### src/qpt_pkg.sv
// Purpose : Shared constants for the quad PWM timer group
// Assumes : Byte addresses on a 12-bit register port, 32-bit data
// Notes   : One aligned word per register
package qpt_pkg;
    // ----------------------------------------
    // Sizes
    // ----------------------------------------
    localparam int NUM_TMR      = 4;
    localparam int NUM_UNIT     = 16;
    localparam int NUM_PWM_UNIT = 14;
    localparam int NUM_DT       = 7;
    localparam int CNT_W        = 16;
    localparam int DIV_W        = 3;
    localparam int DT_W         = 8;
    localparam int ADDR_W       = 12;
    // ----------------------------------------
    // Register offsets
    // ----------------------------------------
    localparam logic [11:0] GLOB_OFS    = 12'h000;
    localparam logic [11:0] TMR_BASE    = 12'h100;
    localparam logic [11:0] TMR_STRIDE  = 12'h010;
    localparam logic [11:0] TMR_CTL_OFS = 12'h000;
    localparam logic [11:0] TMR_PRD_OFS = 12'h004;
    localparam logic [11:0] TMR_CNT_OFS = 12'h008;
    localparam logic [11:0] UNIT_BASE   = 12'h200;
    localparam logic [11:0] UNIT_STRIDE = 12'h008;
    localparam logic [11:0] UNIT_CTL    = 12'h000;
    localparam logic [11:0] UNIT_VAL    = 12'h004;
    localparam logic [11:0] DT_BASE     = 12'h300;
    localparam logic [11:0] DT_STRIDE   = 12'h004;
    // ----------------------------------------
    // Field positions and reset values
    // ----------------------------------------
    localparam int GLOB_CONC_BIT = 0;
    localparam int CTL_RUN_BIT   = 0;
    localparam int CTL_SEL_BIT   = 1;
    localparam int CTL_DIV_LSB   = 2;
    localparam int UC_CAP_BIT    = 0;
    localparam int UC_CFLG_BIT   = 1;
    localparam int UC_MFLG_BIT   = 2;
    localparam int UC_PWM_BIT    = 3;
    localparam logic [15:0] PRD_RST = 16'hffff;
    localparam logic [15:0] VAL_RST = 16'h0000;
    localparam logic [7:0]  DT_RST  = 8'h00;

    // Owning timer of each unit: A 0-7, B 8-9, C 10-11, D 12-13, B time bases 14-15
    function automatic int unit_tmr(int u);
        if (u < 8) return 0;
        if (u < 10) return 1;
        if (u < 12) return 2;
        if (u < 14) return 3;
        return 1;
    endfunction

    function automatic logic [11:0] reg_at(logic [11:0] base, logic [11:0] step,
                                           int i, logic [11:0] ofs);
        return 12'(int'(base) + i * int'(step)) + ofs;
    endfunction
endpackage

### src/qpt_timer.sv
// Purpose : Prescaler and 16-bit up counter of one timer
// Assumes : tick_src is a one-cycle enable of the selected clock source
// Notes   : step is the combinational advance, adv its registered copy
`timescale 1ns/1ps
module qpt_timer
    import qpt_pkg::*;
#(
    parameter int W = CNT_W
)(
    // Clock and reset
    input  wire logic         sys_clk,
    input  wire logic         reset,
    // Control
    input  wire logic         tick_src,
    input  wire logic         run,
    input  wire logic [2:0]   div,
    input  wire logic [W-1:0] period,
    // Status
    output logic              step,
    output logic              adv,
    output logic [W-1:0]      count
);
    if (W < 2 || W > 32) begin : g_chk
        $error("qpt_timer: counter width out of range");
    end

    typedef struct packed {
        logic [6:0]   pre;
        logic [W-1:0] cnt;
        logic         adv;
    } qpt_tmr_state_t;

    qpt_tmr_state_t s_reg;
    qpt_tmr_state_t s_next;
    logic [6:0]     lim;

    // Divide ratio 1..128 as a power of two
    assign lim   = 7'((8'h01 << div) - 8'h01);
    assign step  = run && tick_src && (s_reg.pre >= lim);
    assign adv   = s_reg.adv;
    assign count = s_reg.cnt;

    // Prescale the selected tick, then count up and wrap at period
    always_comb begin
        s_next     = s_reg;
        s_next.adv = 1'b0;
        if (!run) begin
            s_next.pre = 7'h00;
        end else if (tick_src) begin
            if (step) begin
                s_next.pre = 7'h00;
                s_next.adv = 1'b1;
                s_next.cnt = (s_reg.cnt >= period) ? '0 : W'(s_reg.cnt + 1'b1);
            end else begin
                s_next.pre = 7'(s_reg.pre + 7'h01);
            end
        end
    end

    always_ff @(posedge sys_clk or posedge reset) begin
        if (reset) begin
            s_reg <= '0;
        end else begin
            s_reg <= s_next;
        end
    end
endmodule

### src/qpt_deadtime.sv
// Purpose : Dead-time controller turning one drive level into a gate pair
// Assumes : dead is held stable while a transition is in progress
// Notes   : Both outputs are off during reset and for dead+1 cycles per edge
`timescale 1ns/1ps
module qpt_deadtime
    import qpt_pkg::*;
#(
    parameter int W = DT_W
)(
    // Clock and reset
    input  wire logic         sys_clk,
    input  wire logic         reset,
    // Drive and setting
    input  wire logic         src,
    input  wire logic [W-1:0] dead,
    // Gate pair
    output logic              hi,
    output logic              lo
);
    if (W < 1 || W > 16) begin : g_chk
        $error("qpt_deadtime: dead-time width out of range");
    end

    typedef struct packed {
        logic         cur;
        logic         settled;
        logic [W-1:0] cnt;
        logic [W:0]   off_len;
        logic         hi;
        logic         lo;
    } qpt_dt_state_t;

    qpt_dt_state_t s_reg;
    qpt_dt_state_t s_next;

    assign hi = s_reg.hi;
    assign lo = s_reg.lo;

    // Drop both sides on a change, wait dead cycles, then turn on the new side
    always_comb begin
        s_next = s_reg;
        if (s_reg.settled) begin
            if (src != s_reg.cur) begin
                s_next.settled = 1'b0;
                s_next.cnt     = dead;
            end
        end else if (s_reg.cnt == '0) begin
            s_next.cur     = src;
            s_next.settled = 1'b1;
        end else begin
            s_next.cnt = W'(s_reg.cnt - 1'b1);
        end
        s_next.hi = s_next.cur && s_next.settled;
        s_next.lo = !s_next.cur && s_next.settled;
        if (s_reg.hi || s_reg.lo) begin
            s_next.off_len = '0;
        end else if (!(&s_reg.off_len)) begin
            s_next.off_len = (W+1)'(s_reg.off_len + 1'b1);
        end
    end

    always_ff @(posedge sys_clk or posedge reset) begin
        if (reset) begin
            s_reg <= '0;
        end else begin
            s_reg <= s_next;
        end
    end
endmodule

### src/qpt_top.sv
// Purpose : Quad 16-bit timer group with PWM, capture/compare and dead time
// Assumes : Register port strobes are one cycle; inputs synchronous to sys_clk
// Notes   : Bus clock source ticks every sys_clk cycle; aux source on aux_clk_tick
//
// Behaviour
// - The group drives 14 PWM outputs through 7 dead-time controllers.
// - Timer A is a 16-bit counter owning eight PWM or capture/compare units.
// - Timer A units form four pairs, each pair driving its own dead-time controller.
// - Timer B has two PWM or capture/compare units feeding one dead-time controller.
// - Timer B has two more compare-only units that serve as time-base events.
// - Timer C has two PWM or capture/compare units feeding one dead-time controller.
// - Timer D has two PWM or capture/compare units feeding one dead-time controller.
// - Each timer counts from the auxiliary source or the bus clock, chosen by software.
// - Each timer divides its chosen source by 1 to 128 before the counter.
// - Concatenated timers share timer A's clock and start/stop so they stay in step.
`timescale 1ns/1ps
module qpt_top
    import qpt_pkg::*;
(
    // Clock and reset
    input  wire logic                    sys_clk,
    input  wire logic                    reset,
    // Register port
    input  wire logic [ADDR_W-1:0]       reg_addr,
    input  wire logic [31:0]             reg_wdata,
    input  wire logic                    reg_wr,
    input  wire logic                    reg_rd,
    output logic      [31:0]             reg_rdata,
    // Clock source and capture inputs
    input  wire logic                    aux_clk_tick,
    input  wire logic [NUM_PWM_UNIT-1:0] cap_in,
    // Gate pairs and time-base events
    output logic      [NUM_DT-1:0]       pwm_hi,
    output logic      [NUM_DT-1:0]       pwm_lo,
    output logic      [1:0]              tbase_evt
);
    // ----------------------------------------
    // Elaboration checks
    // ----------------------------------------
    if (NUM_PWM_UNIT != 2 * NUM_DT || NUM_UNIT != NUM_PWM_UNIT + 2) begin : g_chk
        $error("qpt_top: unit and pair counts disagree");
    end

    // ----------------------------------------
    // State
    // ----------------------------------------
    typedef struct packed {
        logic                                conc;
        logic [NUM_TMR-1:0]                  run;
        logic [NUM_TMR-1:0]                  sel;
        logic [NUM_TMR-1:0][DIV_W-1:0]       div;
        logic [NUM_TMR-1:0][CNT_W-1:0]       prd;
        logic [NUM_UNIT-1:0]                 cap_mode;
        logic [NUM_UNIT-1:0]                 cap_flag;
        logic [NUM_UNIT-1:0]                 match_flag;
        logic [NUM_UNIT-1:0][CNT_W-1:0]      val;
        logic [NUM_PWM_UNIT-1:0]             cap_prev;
        logic [NUM_PWM_UNIT-1:0]             pwm;
        logic [NUM_DT-1:0][DT_W-1:0]         dt;
        logic [1:0]                          tbase;
        logic [31:0]                         rdata;
    } qpt_top_state_t;

    qpt_top_state_t                s_reg;
    qpt_top_state_t                s_next;
    logic [NUM_TMR-1:0]            run_eff;
    logic [NUM_TMR-1:0]            step_w;
    logic [NUM_TMR-1:0]            adv_w;
    logic [NUM_TMR-1:0][CNT_W-1:0] cnt_w;
    logic [NUM_UNIT-1:0]           hit;
    logic [NUM_UNIT-1:0]           cap_ev;
    logic [NUM_PWM_UNIT-1:0]       cmp_lvl;
    logic [NUM_DT-1:0]             drv;

    assign reg_rdata = s_reg.rdata;
    assign tbase_evt = s_reg.tbase;

    // ----------------------------------------
    // Timers
    // ----------------------------------------
    for (genvar t = 0; t < NUM_TMR; t++) begin : g_tmr
        logic       src;
        logic [2:0] div_eff;

        // Concatenated timers follow timer A's start/stop
        assign run_eff[t] = s_reg.conc ? s_reg.run[0] : s_reg.run[t];

        if (t == 0) begin : g_lead
            // Bus clock ticks every cycle, aux source on its enable
            assign src     = s_reg.sel[0] ? aux_clk_tick : 1'b1;
            assign div_eff = s_reg.div[0];
        end else begin : g_follow
            // Followers take timer A's divided tick undivided when concatenated
            assign src     = s_reg.conc ? step_w[0]
                           : (s_reg.sel[t] ? aux_clk_tick : 1'b1);
            assign div_eff = s_reg.conc ? 3'h0 : s_reg.div[t];
        end

        qpt_timer #(
            .W (CNT_W)
        ) u_tmr (
            .sys_clk  (sys_clk),
            .reset    (reset),
            .tick_src (src),
            .run      (run_eff[t]),
            .div      (div_eff),
            .period   (s_reg.prd[t]),
            .step     (step_w[t]),
            .adv      (adv_w[t]),
            .count    (cnt_w[t])
        );
    end

    // ----------------------------------------
    // Capture/compare units
    // ----------------------------------------
    for (genvar u = 0; u < NUM_UNIT; u++) begin : g_unit
        localparam int T = unit_tmr(u);

        // Compare match on the cycle the counter reaches the value
        assign hit[u] = adv_w[T] && !s_reg.cap_mode[u] && (cnt_w[T] == s_reg.val[u]);

        if (u < NUM_PWM_UNIT) begin : g_pwm
            // PWM level high while the count is below the compare value
            assign cmp_lvl[u] = run_eff[T] && !s_reg.cap_mode[u]
                              && (cnt_w[T] < s_reg.val[u]);
            // Capture on a rising capture input
            assign cap_ev[u]  = s_reg.cap_mode[u] && cap_in[u] && !s_reg.cap_prev[u];

        end else begin : g_tbase
            // Time-base units have no PWM output and no capture
            assign cap_ev[u] = 1'b0;

        end
    end

    // ----------------------------------------
    // Dead-time pairs
    // ----------------------------------------
    // Even unit sets the trailing edge, odd unit the leading edge
    for (genvar d = 0; d < NUM_DT; d++) begin : g_dt
        assign drv[d] = s_reg.pwm[2*d] && !s_reg.pwm[2*d+1];

        qpt_deadtime #(
            .W (DT_W)
        ) u_dt (
            .sys_clk (sys_clk),
            .reset   (reset),
            .src     (drv[d]),
            .dead    (s_reg.dt[d]),
            .hi      (pwm_hi[d]),
            .lo      (pwm_lo[d])
        );
    end

    // ----------------------------------------
    // Register writes, reads and unit state
    // ----------------------------------------
    always_comb begin
        logic wr_c;
        logic wr_v;
        logic rd_c;
        wr_c         = 1'b0;
        wr_v         = 1'b0;
        rd_c         = 1'b0;
        s_next       = s_reg;
        s_next.pwm   = cmp_lvl;
        s_next.cap_prev = cap_in;
        s_next.tbase = hit[NUM_UNIT-1:NUM_PWM_UNIT];
        // Global control
        if (reg_wr && reg_addr == GLOB_OFS) begin
            s_next.conc = reg_wdata[GLOB_CONC_BIT];
        end
        // Timer control and period
        for (int t = 0; t < NUM_TMR; t++) begin
            if (reg_wr && reg_addr == reg_at(TMR_BASE, TMR_STRIDE, t, TMR_CTL_OFS)) begin
                s_next.run[t] = reg_wdata[CTL_RUN_BIT];
                s_next.sel[t] = reg_wdata[CTL_SEL_BIT];
                s_next.div[t] = reg_wdata[CTL_DIV_LSB +: DIV_W];
            end
            if (reg_wr && reg_addr == reg_at(TMR_BASE, TMR_STRIDE, t, TMR_PRD_OFS)) begin
                s_next.prd[t] = reg_wdata[CNT_W-1:0];
            end
        end
        // Units: flags clear by writing one, an event in that cycle wins
        for (int u = 0; u < NUM_UNIT; u++) begin
            wr_c = reg_wr && reg_addr == reg_at(UNIT_BASE, UNIT_STRIDE, u, UNIT_CTL);
            wr_v = reg_wr && reg_addr == reg_at(UNIT_BASE, UNIT_STRIDE, u, UNIT_VAL);
            if (wr_c) begin
                s_next.cap_mode[u] = reg_wdata[UC_CAP_BIT] && (u < NUM_PWM_UNIT);
            end
            if (wr_v) begin
                s_next.val[u] = reg_wdata[CNT_W-1:0];
            end
            if (cap_ev[u]) begin
                s_next.val[u] = cnt_w[unit_tmr(u)];
            end
            s_next.cap_flag[u] = (s_reg.cap_flag[u] && !(wr_c && reg_wdata[UC_CFLG_BIT]))
                               || cap_ev[u];
            s_next.match_flag[u] = (s_reg.match_flag[u]
                                 && !(wr_c && reg_wdata[UC_MFLG_BIT])) || hit[u];
        end
        // Dead-time settings
        for (int d = 0; d < NUM_DT; d++) begin
            if (reg_wr && reg_addr == reg_at(DT_BASE, DT_STRIDE, d, 12'h000)) begin
                s_next.dt[d] = reg_wdata[DT_W-1:0];
            end
        end
        // Read data stands only in the cycle after the read strobe
        s_next.rdata = 32'h0000_0000;
        if (reg_rd) begin
            if (reg_addr == GLOB_OFS) begin
                s_next.rdata[GLOB_CONC_BIT] = s_reg.conc;
            end
            for (int t = 0; t < NUM_TMR; t++) begin
                rd_c = reg_addr == reg_at(TMR_BASE, TMR_STRIDE, t, TMR_CTL_OFS);
                if (rd_c) begin
                    s_next.rdata[CTL_RUN_BIT]            = s_reg.run[t];
                    s_next.rdata[CTL_SEL_BIT]            = s_reg.sel[t];
                    s_next.rdata[CTL_DIV_LSB +: DIV_W]   = s_reg.div[t];
                end
                if (reg_addr == reg_at(TMR_BASE, TMR_STRIDE, t, TMR_PRD_OFS)) begin
                    s_next.rdata[CNT_W-1:0] = s_reg.prd[t];
                end
                if (reg_addr == reg_at(TMR_BASE, TMR_STRIDE, t, TMR_CNT_OFS)) begin
                    s_next.rdata[CNT_W-1:0] = cnt_w[t];
                end
            end
            for (int u = 0; u < NUM_UNIT; u++) begin
                if (reg_addr == reg_at(UNIT_BASE, UNIT_STRIDE, u, UNIT_CTL)) begin
                    s_next.rdata[UC_CAP_BIT]  = s_reg.cap_mode[u];
                    s_next.rdata[UC_CFLG_BIT] = s_reg.cap_flag[u];
                    s_next.rdata[UC_MFLG_BIT] = s_reg.match_flag[u];
                    if (u < NUM_PWM_UNIT) begin
                        s_next.rdata[UC_PWM_BIT] = s_reg.pwm[u];
                    end
                end
                if (reg_addr == reg_at(UNIT_BASE, UNIT_STRIDE, u, UNIT_VAL)) begin
                    s_next.rdata[CNT_W-1:0] = s_reg.val[u];
                end
            end
            for (int d = 0; d < NUM_DT; d++) begin
                if (reg_addr == reg_at(DT_BASE, DT_STRIDE, d, 12'h000)) begin
                    s_next.rdata[DT_W-1:0] = s_reg.dt[d];
                end
            end
        end
    end

    // ----------------------------------------
    // State register
    // ----------------------------------------
    always_ff @(posedge sys_clk or posedge reset) begin
        if (reset) begin
            s_reg <= '0;
            for (int t = 0; t < NUM_TMR; t++) begin
                s_reg.prd[t] <= PRD_RST;
            end
            for (int u = 0; u < NUM_UNIT; u++) begin
                s_reg.val[u] <= VAL_RST;
            end
            for (int d = 0; d < NUM_DT; d++) begin
                s_reg.dt[d] <= DT_RST;
            end
        end else begin
            s_reg <= s_next;
        end
    end
endmodule

### config.mk
export PLATFORM = sky130hd
export DESIGN_NAME = qpt_top
export DESIGN_NICKNAME = d
export VERILOG_FILES = /design/src/qpt_pkg.sv /design/src/qpt_timer.sv /design/src/qpt_deadtime.sv /design/src/qpt_top.sv
export SDC_FILE = /design/constraint.sdc
export NUM_CORES = 2
export LEC_CHECK = 0
export BUFFER_PORTS_ARGS = -buffer_cell sky130_fd_sc_hd__buf_2
export CAP_MARGIN = 10
export CORE_AREA = 2 2 343 345
export CTS_CLUSTER_SIZE = 28
export DETAILED_ROUTE_END_ITERATION = 12
export DIE_AREA = 0 0 345 347
export PLACE_DENSITY_LB_ADDON = 0.12
export SYNTH_ARGS = -nofsm -noshare
export SYNTH_HDL_FRONTEND = slang
export SYNTH_HIERARCHICAL = 1
export SYNTH_SLANG_ARGS = --single-unit
export TNS_END_PERCENT = 50
### constraint.sdc
create_clock -name sys_clk -period 14.65 [get_ports sys_clk]
set_input_delay 2.1975 -clock sys_clk [delete_from_list [all_inputs] [get_ports sys_clk]]
set_output_delay 2.1975 -clock sys_clk [all_outputs]
set_load 0.02 [all_outputs]
* Word level (Yosys, flattened, before mapping)
Index checks and enable logic that the tools add are counted.
Storage, ports and cells: flip-flop bits (word level) 669, output and inout port bits 48, word-level logic and storage cells 989, bits of input ports 63
Cells by class: shifts and indexed selects 4, $add $sub $neg 19, equality and inequality tests 92, mux-type cells 367, magnitude comparators 36, reductions and logical operators 364
Operator list (number):
- $mux W16 | 99
- $eq A12 B10 Y1 const B | 39
- $bmux W16 S2 | 14
- $lt A32 B4 Y1 const B | 14
- $mux W32 | 14
- $eq A16 B16 Y1 | 16
- $logic_and A1 B1 Y1 | 227
- $lt A16 B16 Y1 | 14
- $eq A12 B9 Y1 const B | 12
- $mux W9 | 14
- $mux W1 | 122
- $mux W8 | 14
- $mux W2 | 51
- $mux W24 | 4
- $logic_not A1 Y1 | 74
- $mux W17 | 4
- $add A16 B1 Y16 const B | 4
- $ge A16 B16 Y1 | 4
- $logic_not A8 Y1 | 7
- $mux W4 | 14
- $mux W7 | 8
- $sub A8 B1 Y8 const B | 7
- $logic_or A1 B1 Y1 | 30
- $add A7 B1 Y7 const B | 4
- 12 further kinds | 72

* Longest topological paths before layout
depth in word-level cells 68, depth in mapped cells 16, depth with buffers taken out 15

* Cells and area by module
The synthesis kept the hierarchy.
By module, submodules not included:
- qpt_top | cells each 3330, instances 1, sequential area each 12316.8 µm², area an instance 31310.0 µm²
- qpt_timer | cells each 226, instances 4, sequential area each 600.6 µm², area an instance 1946.9 µm²
- qpt_deadtime | cells each 71, instances 7, sequential area each 300.3 µm², area an instance 684.4 µm²

* Least setup slack after synthesis
No wires, ideal clock.
path type input -> register, from input reg_addr[1], to register s_reg (netlist bit reg_rdata[0]), setup slack 10.199 ns, data arrival time 4.312 ns, stages 9, cell sequence buf_2 or4b_4 buf_2 o21ai_0 a32oi_1 a221o_1 a221o_1 a2111oi_1 o22ai_1
RTL lines:
- start, declared | RTL line qpt_top.sv:24 | input wire logic [ADDR_W-1:0] reg_addr,
- end signal, assigned | RTL line qpt_top.sv:266 | s_reg <= s_next;
- end, declared | RTL line qpt_top.sv:64 | qpt_top_state_t s_reg;

==> summary.txt <==
Die
  • Die X: 345 um
  • Core box area: 0.116 sq mm
  • Die area: 0.120 sq mm
  • Chip height: 347 um
  • I/O pin count: 111
  • Placement row count: ~130
  • Starting Density: approximately 38%

Synth
  • Post-Syn Area: 0.0439 sq mm
  • Mapped Cells: between 4,000 and 5,000
  • Post-synth EDFFs: 0
  • FF+latch count, synth: 669
  • Synth top area share: approximately a third
  • Synth cell types: slightly above 90
  • Primary FF master, synth: dfrtp_1
  • Synth top area cells: dfrtp_1 34%, ha_1 9.6%, mux2_2 5.2%, mux2i_1 4.8%, o21ai_0 4.7%
  • Sequential-to-total area share from yosys stat: 38.3%
  • Largest area contributor in the netlist: dfrtp_1
  • Synth Warn #: 6
  • Mapped Avg Cell Area: 9.28 sq um
  • Asr flop ratio synth: 100%

Placed design
  • GP Congestion: 1.04
  • Dpl ws: around 8500 ps
  • HPWL after DPL: 138,000 um
  • Port Buffers: a little under 80

STA
  • Unrepaired setup endpoints after global routing: no
  • Final worst path period share: 39.0%
  • Max-slew violations: 0
  • TNS Setup: 0 ps
  • Slew HR: 13.4%
  • Post-route minimum period: 5720 ps
  • FMAX: 175 MHz
  • Clock skew: 50.0 ps
  • PnR worst setup slack: between 8000 and 9000 ps
  • Final Setup Violations: 0
  • Final Hold Vio Count: 0
  • Hold slack: 479 ps
  • Least-Margin Pin Slew: 1300 ps

Clock network
  • CTS max path bufs: 3
  • TritonCTS clock tree: built
  • H-tree depth: 3
  • Root Buffer: clkbuf_16
  • Num CTS Buffers: 86
  • Clk Latency, worst-skew pair: 700 ps
  • Post-CTS Setup Bufs: 0
  • Post-CTS Resized: 0
  • Hold-fix buffers, CTS: 0
  • Clock-pin slew reported for the worst setup and hold paths after clock tree synthesis: 50 ps
  • Clock Sinks: around 670

Cells and area
  • Most common cell after layout, fill and taps aside: dfrtp_1
  • FF/Latch Area: 0.0168 sq mm
  • Layout net count: 5,072
  • Largest register FFs: roughly 470
  • Area Overhead vs Synth: 9.97%
  • Area taken by multi-input logic gates: 0.0240 sq mm
  • Filler Cells Inserted: 11,600
  • Share of cells above drive strength 1: between 10% and 20%
  • Commonest cells after routing, fill and taps aside: 605 x dfrtp_1, 454 x nand2_1, 415 x o21ai_0

Worst setup path
  • Buf+Inv Stages, Crit Path: 3
  • Critical path launch point type: primary input
  • Critical path's largest stage delay: 690 ps
  • Worst R2R Setup Slack: 9710 ps
  • Crit path kind: primary input to flop
  • Critical-path cell list: buf_2 > nor4bb_2 > buf_4 > nand2_1 > nor2_1 > buf_4 > a221oi_1 > a211oi_1 > a21boi_0 > nand4bb_1 > o211a_1
  • CP Capture Type: flop
  • Crit path required time: 15,250 ps
  • Critical Path AT: 6320 ps
  • Slowest cell on crit path: nor2_1
  • Kind of cell adding the most delay to the critical path: simple AND/OR/NAND/NOR gates
  • Max Fanout on Critical Path: 33
  • Most used cell along the critical path: buf_4

Detailed routing
  • Drt wl/cell: 30.6 um
  • Drt first pass iters: 6
  • Routed wire length: 192,000 um
  • Final ANT Viol Nets: 0
  • Vias per cell: 6.11
  • DRT iter0 DRCs: 4,186
  • DRC errors left: 0
  • Vias: 38,400

Power and ir drop
  • Cell-internal power: 3.25 mW
  • Pleak: 22.5 nW
  • Switching share of power: between 20% and 30%
  • Clk pwr share: 49.9%
  • Seq pwr share: 43.2%
  • Gate power share: around 7%
  • Psw: 1.16 mW
  • Pwr/cell area: 91.3 mW/mm^2
  • Worst vdd ir: between 0.00007 and 0.00008 V

Job
  • Max cap viols: 0

Global routing
  • First-pass GRT wire length: 274,000 um
  • Number of global-route vias before repair: 36,700
  • Initial antenna violation count: 16
  • Largest net degree at the start of global routing: 68
  • Grt ovf: 0
  • Gr usage total: 31.4%

Min path
  • Hold Path Class: flop to flop

Status
  • Status: finished, final reports clean
-- worst min-delay path: cells and delay by family (launching register included) --
family	cells	cell delay (ps)
DFF	1	340
AOI/OAI and AO/OA	1	60
and+or+nand+nor	1	50
-- area by class of cell --
class                      instances  share of cell area [%]
timing repair buffer             195                    2.64
inverter                         362                    2.82
antenna                            6                  0.0311
sequential                       669                    34.9
clock buffer                     129                    5.32
clock inverter                    30                   0.648
tap                             1524                    3.95
multi-input combinational       3357                    49.7
-- metrics by stage --
step	cell area, sq um	power, mW	std cells	utilization [%]
floorplan	43900	2.11	4746	-
detailed placement	45400	2.23	6106	39.2
global placement	45300	2.23	6105	39.2
CTS	48200	4.44	6265	41.7
finish	48300	4.41	6272	41.7
global route	48300	4.54	6266	41.7
-- cell families after synthesis --
| logic type | Yosys count | share of synthesized area (%) |
|---|---|---|
| compound gates | 1158 | 17.4 |
| xor+xnor | 68 | 1.36 |
| fa+ha+maj | 338 | 9.64 |
| buf+inv | 720 | 7.43 |
| flops | 669 | 38.3 |
| mux | 415 | 10.0 |
| other cells | 1 | 0.00854 |
| simple gates | 1362 | 15.8 |
-- power by group through the flow --
| stage | clock [mW] | sequential [mW] | combinational [mW] |
|---|---|---|---|
| 6_report | 2.20 | 1.91 | 0.303 |
| 3_5_place_dp | 0 | 1.94 | 0.297 |
| 3_3_place_gp | 0 | 1.94 | 0.294 |
| 5_1_grt | 2.31 | 1.91 | 0.327 |
| 4_1_cts | 2.23 | 1.90 | 0.298 |
| 2_1_floorplan | 0 | 1.92 | 0.189 |
-- worst paths after layout --
path | start | endpoint | depth (start not counted)
setup / recovery | reg_addr[3] | reg_rdata[2]$_DFF_PP0_ | 11
hold / removal | s_reg[187]$_DFFE_PP0P_ | s_reg[187]$_DFFE_PP0P_ | 2
setup reg to reg | g_tmr[0].div_eff[2]$_DFFE_PP0P_ | g_tmr[3].u_tmr/s_reg[22]$_DFFE_PP0P_ | 15
hold reg to reg | s_reg[187]$_DFFE_PP0P_ | s_reg[187]$_DFFE_PP0P_ | 2
max in group asynchronous | reset | s_reg[240]$_DFFE_PP0P_ | 5
min in group asynchronous | reset | s_reg[506]$_DFFE_PP0P_ | 2
-- synthesized netlist by cell type (20+ instances only) --
| library cell | count |
|---|---|
| a21o_1 | 52 |
| mux2_2 | 203 |
| nand3_1 | 134 |
| a221o_1 | 40 |
| clkbuf_1 | 158 |
| o21a_1 | 33 |
| buf_2 | 59 |
| nor2_1 | 209 |
| buf_1 | 27 |
| dfstp_2 | 64 |
| a21oi_1 | 185 |
| a221oi_1 | 50 |
| mux2i_1 | 212 |
| dfrtp_1 | 605 |
| nand2b_1 | 46 |
| nor3_1 | 117 |
| o22ai_1 | 29 |
| nor4_1 | 44 |
| buf_4 | 99 |
| a22oi_1 | 77 |
| nand4_1 | 83 |
| or3_1 | 30 |
| and2_1 | 20 |
| a31oi_1 | 31 |
| ha_1 | 338 |
| nand2_1 | 454 |
| nor2b_1 | 72 |
| inv_1 | 360 |
| and3_1 | 26 |
| o21ai_0 | 415 |
| a22o_1 | 38 |
| xnor2_1 | 61 |
-- metal layers --
| layer | share of wire (%) | global-route usage, % |
|---|---|---|
| met3 | 8.7 | 8.03 |
| met5 | 0.061 | 0 |
| met2 | 43 | 47.1 |
| met1 | 42 | 41.3 |
| met4 | 6.5 | 17.4 |
(Power assumes the default switching activity.)
